--- config.mk ---
export PLATFORM = sky130hd
export DESIGN_NAME = vr_serial_vid_link_config_regs
export DESIGN_NICKNAME = d
export VERILOG_FILES = /design/src/rtl/vr_cfg_pkg.sv /design/src/rtl/vr_serial_vid_link_config_regs.sv
export SDC_FILE = /design/constraint.sdc
export NUM_CORES = 1
export LEC_CHECK = 0
export BUFFER_PORTS_ARGS = -buffer_cell sky130_fd_sc_hd__buf_2
export CAP_MARGIN = 5
export CORE_ASPECT_RATIO = 1.2
export CORE_MARGIN = 2
export CORE_UTILIZATION = 66
export DETAILED_ROUTE_END_ITERATION = 7
export PLACE_DENSITY = 0.86
export SYNTH_ARGS = -nofsm -noshare
export SYNTH_HDL_FRONTEND = slang
export SYNTH_SLANG_ARGS = --single-unit
--- constraint.sdc ---
create_clock -name clk -period 34 [get_ports clk]
set_input_delay 6.8 -clock clk [delete_from_list [all_inputs] [get_ports clk]]
set_output_delay 6.8 -clock clk [all_outputs]
set_load 0.02 [all_outputs]
--- src/rtl/vr_cfg_pkg.sv ---
// constants and carrier types of the regulator configuration bank
package vr_cfg_pkg;
  localparam int NREG = 11;
  // slot order of the bank
  localparam int S_SHED = 0;
  localparam int S_PROTO = 1;
  localparam int S_EXIT = 2;
  localparam int S_IDENT = 3;
  localparam int S_PROJ = 4;
  localparam int S_REV = 5;
  localparam int S_DECAY = 6;
  localparam int S_TOL = 7;
  localparam int S_VMAX = 8;
  localparam int S_TIER = 9;
  localparam int S_PIN = 10;
  localparam logic [NREG-1:0][7:0] CMD_TABLE = {
    8'hC6, 8'hC5, 8'hC4, 8'hC3, 8'hC2, 8'hC1,
    8'hC0, 8'hBF, 8'hBE, 8'hBD, 8'hBB};
  localparam logic [NREG-1:0][15:0] WMASK = {
    16'hFFFF, 16'hFFFF, 16'h01FF, 16'hFFFF, 16'hFFFF, 16'h00FF,
    16'hFFFF, 16'hFFFF, 16'hFFFF, 16'hFFFF, 16'h01FF};
  localparam logic [15:0] RESET_VAL = 16'h0000;
  // field positions
  localparam int LVL_HI = 8;
  localparam int LVL_LO = 4;
  localparam int HYS_HI = 3;
  localparam int PV2_LO = 12;
  localparam int PV1_LO = 8;
  localparam int BYTE_HI = 8;
  localparam int REJ_BIT = 15;
  localparam int ACK4_BIT = 14;
  localparam int ACK0_BIT = 13;
  localparam int NVM_BIT = 12;
  localparam int DEC_LO = 10;
  localparam int MVR_LO = 8;
  localparam logic [9:0] DCM_SHED_A = 10'h005;
  // timing
  localparam int US_NS = 1000;
  localparam int CLK_NS = 10;
  localparam int CYC_PER_US = US_NS / CLK_NS;
  localparam int TMR_W = 24;

  typedef enum logic [1:0] {
    DECAY_NORMAL = 2'b00,
    DECAY_FAST = 2'b01,
    DECAY_SLOW = 2'b10
  } decay_mode_t;

  typedef struct packed {
    logic [9:0] load_current;
    logic [2:0] phase_count;
    logic dcm;
  } phase_in_t;

  typedef struct packed {
    logic req;
    logic from_pmbus;
    logic [8:0] code;
  } vout_req_t;

  typedef struct packed {
    logic vout_ack;
    logic vout_nak;
    logic maxout_ack;
    logic maxout_nak;
    logic ps_ack;
    logic ps_nak;
  } resp_t;

  typedef struct packed {
    logic [7:0] protocol_version_nibble;
    logic [7:0] second_rail_version_nibble;
    logic [7:0] vendor_identifier;
    logic [7:0] product_identifier;
    logic [15:0] project_code;
    logic [7:0] code_revision_value;
    logic [1:0] multi_regulator_config_init;
    logic [7:0] telemetry_support_mask;
    logic [7:0] fast_slew_capability;
    logic [7:0] output_tolerance;
    logic [7:0] tier_one_current_default;
    logic [7:0] tier_two_current_default;
    logic [7:0] tier_three_current_default;
    logic [7:0] input_power_max_report;
    logic [7:0] nvm_write_state_mirror;
  } view_t;
endpackage

--- src/rtl/vr_serial_vid_link_config_regs.sv ---
// configuration and identification bank of the regulator controller
// Summary of operation
// - reserved bits ignore writes, read zero
// - shed level is bits 8:4, 1A/step
// - add hysteresis is bits 3:0, 1A/step
// - level times phase count; DCM single phase fixed 5A
// - serial vout, max-output and state commands held off after enable rise delay
// - version bytes zero high nibble, nibble fields
// - state three exit latency in 15:8
// - state four exit latency in 7:0
// - vendor in 15:8, product in 7:0
// - project code and revision are read/write
// - bit 15 rejects max-output below present VID
// - bits 14/13 ack state cmds during DVID
// - bit 12 mirrors nvm write state
// - decay field picks fast, slow or normal
// - bits 9:8 seed multi-regulator config init
// - eight-bit telemetry support mask
// - fast slew 15:8, tolerance 7:0
// - PMBus over limit acks and clamps
// - serial over limit rejects, keeps target
// - tier two 15:8, tier one 7:0, 1A
// - max input power reads half the scale
`timescale 1ns/10ps
`default_nettype none
module vr_serial_vid_link_config_regs
  import vr_cfg_pkg::*;
#(
  // arbitrary neutral identity reset, not a real code
  parameter logic [15:0] IDENT_RESET = 16'h5A01,
  parameter int CYC_US = CYC_PER_US
) (
  input wire logic clk,
  input wire logic rst,
  input wire logic [7:0] cmd_code,
  input wire logic cmd_write,
  input wire logic cmd_read,
  input wire logic [15:0] cmd_wdata,
  output logic [15:0] cmd_rdata,
  output logic cmd_rvalid,
  output logic cmd_nak,
  input wire phase_in_t phase_in,
  output logic shed_phase,
  output logic add_phase,
  input wire logic enable,
  output logic cmd_ready,
  input wire logic state_three_exit_req,
  input wire logic state_four_exit_req,
  output logic state_three_exit_done,
  output logic state_four_exit_done,
  input wire vout_req_t vout_req,
  output logic [8:0] vout_target,
  input wire logic max_output_write_cmd,
  input wire logic [7:0] max_output_payload,
  input wire logic [7:0] present_vid,
  input wire logic set_state_four_cmd,
  input wire logic set_state_zero_cmd,
  input wire logic dvid_active,
  output resp_t resp,
  input wire logic decay_cmd,
  output decay_mode_t decay_mode,
  input wire logic [7:0] nvm_write_state,
  output view_t view
);

  typedef struct packed {
    logic [NREG-1:0][15:0] regs;
    logic [15:0] rdata;
    logic rvalid;
    logic nak;
    logic shed;
    logic add;
    logic en_q;
    logic [2:0][TMR_W-1:0] cnt;
    logic [2:0] busy;
    logic [2:0] done;
    logic [8:0] vout_target;
    resp_t resp;
    decay_mode_t decay;
    view_t view;
  } st_t;

  st_t s;
  st_t next_s;

  // slot lookup shared by read and write paths
  function automatic logic [4:0] decode(input logic [7:0] code);
    logic [4:0] r;
    r = 5'h00;
    for (int i = 0; i < NREG; i++) begin
      if (CMD_TABLE[i] == code) begin
        r = {1'b1, 4'(i)};
      end
    end
    return r;
  endfunction

  // exponent/mantissa sixteenths of a microsecond to cycles, rounded up
  function automatic logic [TMR_W-1:0] lat_cycles(
    input logic [7:0] f
  );
    logic [31:0] t;
    t = 32'(f[3:0]) << f[7:4];
    t = t * 32'(CYC_US);
    t = (t + 32'h0000000F) >> 4;
    return t[TMR_W-1:0];
  endfunction

  logic [4:0] wdec;
  logic [4:0] rdec;
  logic [12:0] shed_level;
  logic [13:0] add_level;
  logic [2:0] start;
  logic [2:0][TMR_W-1:0] lat;
  logic [NREG-1:0][15:0] r;

  assign r = s.regs;
  assign wdec = decode(cmd_code);
  assign rdec = decode(cmd_code);

  always_comb begin
    // DCM single phase ignores the programmed level
    if (phase_in.dcm && phase_in.phase_count == 3'h1) begin
      shed_level = {3'h0, DCM_SHED_A};
    end else begin
      // widen both factors first so the product keeps its top bits
      shed_level = 13'(r[S_SHED][LVL_HI:LVL_LO])
                   * 13'(phase_in.phase_count);
    end
    add_level = {1'b0, shed_level}
              + 14'(r[S_SHED][HYS_HI:0]);
  end

  assign start[0] = enable && !s.en_q;
  assign start[1] = state_three_exit_req;
  assign start[2] = state_four_exit_req;
  assign lat[0] = lat_cycles(r[S_PROTO][7:0]);
  assign lat[1] = lat_cycles(r[S_EXIT][15:BYTE_HI]);
  assign lat[2] = lat_cycles(r[S_EXIT][7:0]);

  always_comb begin
    next_s = s;
    next_s.rvalid = 1'b0;
    next_s.nak = 1'b0;
    next_s.resp = '0;
    next_s.en_q = enable;
    // register port: write wins if both strobes arrive
    if (cmd_write) begin
      if (wdec[4]) begin
        next_s.regs[wdec[3:0]] = cmd_wdata
                                 & WMASK[wdec[3:0]];
      end else begin
        next_s.nak = 1'b1;
      end
    end else if (cmd_read) begin
      next_s.rvalid = 1'b1;
      if (rdec[4]) begin
        next_s.rdata = r[rdec[3:0]] & WMASK[rdec[3:0]];
      end else begin
        next_s.rdata = 16'h0000;
        next_s.nak = 1'b1;
      end
    end
    next_s.shed = {3'h0, phase_in.load_current}
                  < shed_level;
    next_s.add = {4'h0, phase_in.load_current}
                 > add_level;
    // enable-to-ready and low power exit timers
    for (int i = 0; i < 3; i++) begin
      if (start[i]) begin
        next_s.cnt[i] = lat[i];
        next_s.busy[i] = 1'b1;
        next_s.done[i] = 1'b0;
      end else if (s.busy[i]) begin
        if (s.cnt[i] <= TMR_W'(1)) begin
          next_s.busy[i] = 1'b0;
          next_s.done[i] = 1'b1;
        end else begin
          next_s.cnt[i] = s.cnt[i] - TMR_W'(1);
        end
      end
    end
    // dropping enable withdraws readiness on the next clock edge
    if (!enable) begin
      next_s.busy[0] = 1'b0;
      next_s.done[0] = 1'b0;
    end
    if (vout_req.req) begin
      if (vout_req.from_pmbus) begin
        next_s.resp.vout_ack = 1'b1;
        if (vout_req.code > r[S_VMAX][8:0]) begin
          next_s.vout_target = r[S_VMAX][8:0];
        end else begin
          next_s.vout_target = vout_req.code;
        end
      end else if (!s.done[0]
                   || vout_req.code > r[S_VMAX][8:0]) begin
        next_s.resp.vout_nak = 1'b1;
      end else begin
        next_s.resp.vout_ack = 1'b1;
        next_s.vout_target = vout_req.code;
      end
    end
    if (max_output_write_cmd) begin
      if (!s.done[0] || (r[S_DECAY][REJ_BIT]
          && max_output_payload < present_vid)) begin
        next_s.resp.maxout_nak = 1'b1;
      end else begin
        next_s.resp.maxout_ack = 1'b1;
      end
    end
    if (set_state_four_cmd || set_state_zero_cmd) begin
      if (s.done[0] && (!dvid_active
          || (set_state_four_cmd && r[S_DECAY][ACK4_BIT])
          || (set_state_zero_cmd && r[S_DECAY][ACK0_BIT]))) begin
        next_s.resp.ps_ack = 1'b1;
      end else begin
        next_s.resp.ps_nak = 1'b1;
      end
    end
    if (decay_cmd) begin
      unique case (r[S_DECAY][DEC_LO+1:DEC_LO])
        2'b01: next_s.decay = DECAY_FAST;
        2'b10: next_s.decay = DECAY_SLOW;
        2'b00, 2'b11: next_s.decay = DECAY_NORMAL;
      endcase
    end
    next_s.view.protocol_version_nibble =
      {4'h0, r[S_PROTO][PV1_LO+3:PV1_LO]};
    next_s.view.second_rail_version_nibble =
      {4'h0, r[S_PROTO][PV2_LO+3:PV2_LO]};
    next_s.view.vendor_identifier =
      r[S_IDENT][15:BYTE_HI];
    next_s.view.product_identifier = r[S_IDENT][7:0];
    next_s.view.project_code = r[S_PROJ];
    next_s.view.code_revision_value = r[S_REV][7:0];
    next_s.view.multi_regulator_config_init =
      r[S_DECAY][MVR_LO+1:MVR_LO];
    next_s.view.telemetry_support_mask =
      r[S_DECAY][7:0];
    next_s.view.fast_slew_capability =
      r[S_TOL][15:BYTE_HI];
    next_s.view.output_tolerance = r[S_TOL][7:0];
    next_s.view.tier_two_current_default =
      r[S_TIER][15:BYTE_HI];
    next_s.view.tier_one_current_default =
      r[S_TIER][7:0];
    next_s.view.tier_three_current_default = r[S_PIN][7:0];
    next_s.view.input_power_max_report =
      {1'b0, r[S_PIN][15:BYTE_HI+1]};
    // debug mirror stays quiet unless asked for
    next_s.view.nvm_write_state_mirror =
      r[S_DECAY][NVM_BIT] ? nvm_write_state : 8'h00;
  end

  always_ff @(posedge clk or posedge rst) begin
    if (rst) begin
      s <= '0;
      for (int i = 0; i < NREG; i++) begin
        s.regs[i] <= RESET_VAL;
      end
      s.regs[S_IDENT] <= IDENT_RESET;
      s.decay <= DECAY_NORMAL;
    end else begin
      s <= next_s;
    end
  end

  assign cmd_rdata = s.rdata;
  assign cmd_rvalid = s.rvalid;
  assign cmd_nak = s.nak;
  assign shed_phase = s.shed;
  assign add_phase = s.add;
  assign cmd_ready = s.done[0];
  assign state_three_exit_done = s.done[1];
  assign state_four_exit_done = s.done[2];
  assign vout_target = s.vout_target;
  assign resp = s.resp;
  assign decay_mode = s.decay;
  assign view = s.view;
endmodule
`default_nettype wire

==> out/results.ini <==
[critical_path]
critPathCaptureType=flip-flop
worstSetupPathType=in2reg
worstPathRequired_ns=34.42
path_max_fanout=7
startpoint_type=input port
arrival_ns=10.63

[yosys]
ys_warn_count=0
ys_ff_latch=386
synth.avg_cell_area_sq_um=9.29
synth_area_sq_um=27000
ys_seq_area_share_pct=35.8
syn_inst=2906
synth_common_cells=381 x dfrtp_1, 266 x nand2_1, 244 x ha_1
yosysTopAreaCell=dfrtp_1
synthFlopType=dfrtp_1
yosys-top-cells-area=dfrtp_1 35%, ha_1 11%, buf_4 4.3%
yosysUniqueCellTypes=93
async_reset_ff_share_pct=100
synth_enable_flop_cells=0
post-synth-top-count-cell=dfrtp_1
yosysTopAreaCellShare_pct=35.3

[placed_design]
post-place-ws_ns=23.28
dp_cells=3424
dpl.hpwl_microns=49900
gp_congestion=0.921
io_buffers=237

[die]
coreArea_sq_um=40500
io_pins=247
row_count=81
die_area_sq_um=42500
initial_core_util_pct=66.6
die_x_microns=189
die_h_microns=226

[cts]
numCtsBuffers=40
clock_latency_ns=0.59
clk_pin_slew_ns=0.06
cts_buffer_depth=3
post_cts_resized=0
cts.sinks=386
post_cts_buffers=0
postCtsHoldBufs=0
htree_levels=2
clockRootBuffer=clkbuf_16
cts_tree=built

[grt]
grtUsageTotal_pct=32.8
grt_pass1_wl_microns=113000
gr-total-overflow=0
grt_max_degree=202
antenna_found_initial=7
first_global_vias=22235

[timing]
holdWs_ns=0.400
rsz0062_at_grt=no
finClkSkew_ns=0.0511
slew_headroom_pct=16.7
drv_slew=0
tns_ns=0
fin_crit_ns=10.21
finalCritPeriodShare_pct=30.0
setup_viol=0
hold_viol=0
worst_pin_slew_ns=1.25
max_clock_freq_mhz=97.9
setup_slack_ns=23.79

[route]
firstDrtPassIters=6
wl_per_cell_microns=19.9
viasPerCell=6.26
vias=21935
routed_wl_microns=69500
first_iter_violations=1861
drc=0
ant_nets=0

[layout]
final_util_pct=71.1
fin_nets=3303
nFillCells=2867
syn_to_final_growth_pct=6.73
layout-drive-gt1-share_pct=16.5
final-instance-count-excl-fill=3502

[power]
ir_drop_v=0.0000494
cellPowerDensity_nw_per_um2=40.8
power_leakage_nw=14.9

[min_path]
holdCritPathClass=reg2reg

[outcome]
status=finished, final reports clean

[flow_run]
drv_cap=0

## path summary, 6_finish.rpt
| kind | start | endpoint | slack (ns) | cells past startpoint |
|---|---|---|---|---|
| setup / recovery | phase_in[3] | add_phase$_DFF_PP0_ | 23.79 | 17 |
| hold / removal | next_s[16]$_DFFE_PP0P_ | view[16]$_DFF_PP0_ | 0.40 | 0 |
| setup reg to reg | r[37]$_DFFE_PP0P_ | s[215]$_DFFE_PP0P_ | 27.98 | 16 |
| hold reg to reg | next_s[16]$_DFFE_PP0P_ | view[16]$_DFF_PP0_ | 0.40 | 0 |
| max in group asynchronous | rst | view[51]$_DFF_PP0_ | 25.39 | 4 |
| min in group asynchronous | rst | s[214]$_DFFE_PP0P_ | 6.40 | 2 |
## cell families (layout without fill, tap and decap cells)
logic type	Yosys count	after routing	share of synthesized area (%)
AO/OA/AOI/OAI	594	594	14.5
XOR/XNOR	163	163	5.29
adder cells (fa/ha/maj)	292	292	14.8
buffers and inverters	503	546	9.20
flip-flops	386	386	35.8
multiplexers	113	113	4.64
other	1	15	0.0139
AND/OR/NAND/NOR	854	854	15.7
## per-stage QoR
step                      power [W]  instance area, sq um
after floorplan            0.000658                 27000
after global routing        0.00122                 28800
after CTS                   0.00118                 28800
final                       0.00117                 28800
after detailed placement   0.000701                 27400
after global placement     0.000692                 27400
## layer usage
metal | GRT usage [%] | wire (microns)
met4 | 17.6 | 3760
met1 | 40.4 | 26500
met2 | 55.1 | 33400
met3 | 5.81 | 5880
met5 | 0 | 0
## power breakdown
part           internal, W  total, W  switching, W
registers         0.000485  0.000512     0.0000272
clock network     0.000275  0.000476      0.000201
logic            0.0000784  0.000187      0.000108
total             0.000838   0.00117      0.000337
## flip-flops by register name, indices dropped and copies added, names as in the netlist, 2 cells and up
| name | flops |
|---|---|
| view | 113 |
| next_s | 105 |
| s | 76 |
| r | 52 |
| cmd_rdata | 16 |
| vout_target | 9 |
| resp | 6 |
| decay_mode | 2 |
## layout make-up
class	count	area (sq um)	share of cell area, %
Timing Repair Buffer	248	1280	4.45
Inverter	226	856	2.97
Antenna cell	6	15.0	0.0521
Tap cell	539	674	2.34
Clock buffer	50	1110	3.85
Clock inverter	22	330	1.15
Multi-Input combinational cell	2025	14900	51.7
Sequential cell	386	9670	33.5
## layout by cell type, fill, tap and decap left out, types with 30 or more instances in the layout
cell type and count:
a21o_1 35, o22ai_1 38, o21ai_0 167, nand4_1 32, inv_1 224, nor3_1 61, o31ai_1 30, xor2_1 67
nor2_1 198, buf_2 237, xnor2_1 96, a21oi_1 101, fa_1 47, clkbuf_16 40, nand3_1 52, ha_1 244
mux2_2 98, nand2_1 266, dfrtp_1 381
## critical path, stage by stage
cell and delay [ns]:
buf_2 0.15, nand2_1 0.09, fa_1 0.54, inv_1 0.04, ha_1 0.22, fa_1 0.44, nand2_1 0.09, inv_1 0.06
ha_1 0.32, a21oi_1 0.10, or3_1 0.35, or3_1 0.33, ha_1 0.31, nand4b_1 0.12, nor2_1 0.07, a2111oi_0 0.49
nor2_1 0.10
(Power assumes the default switching activity.)
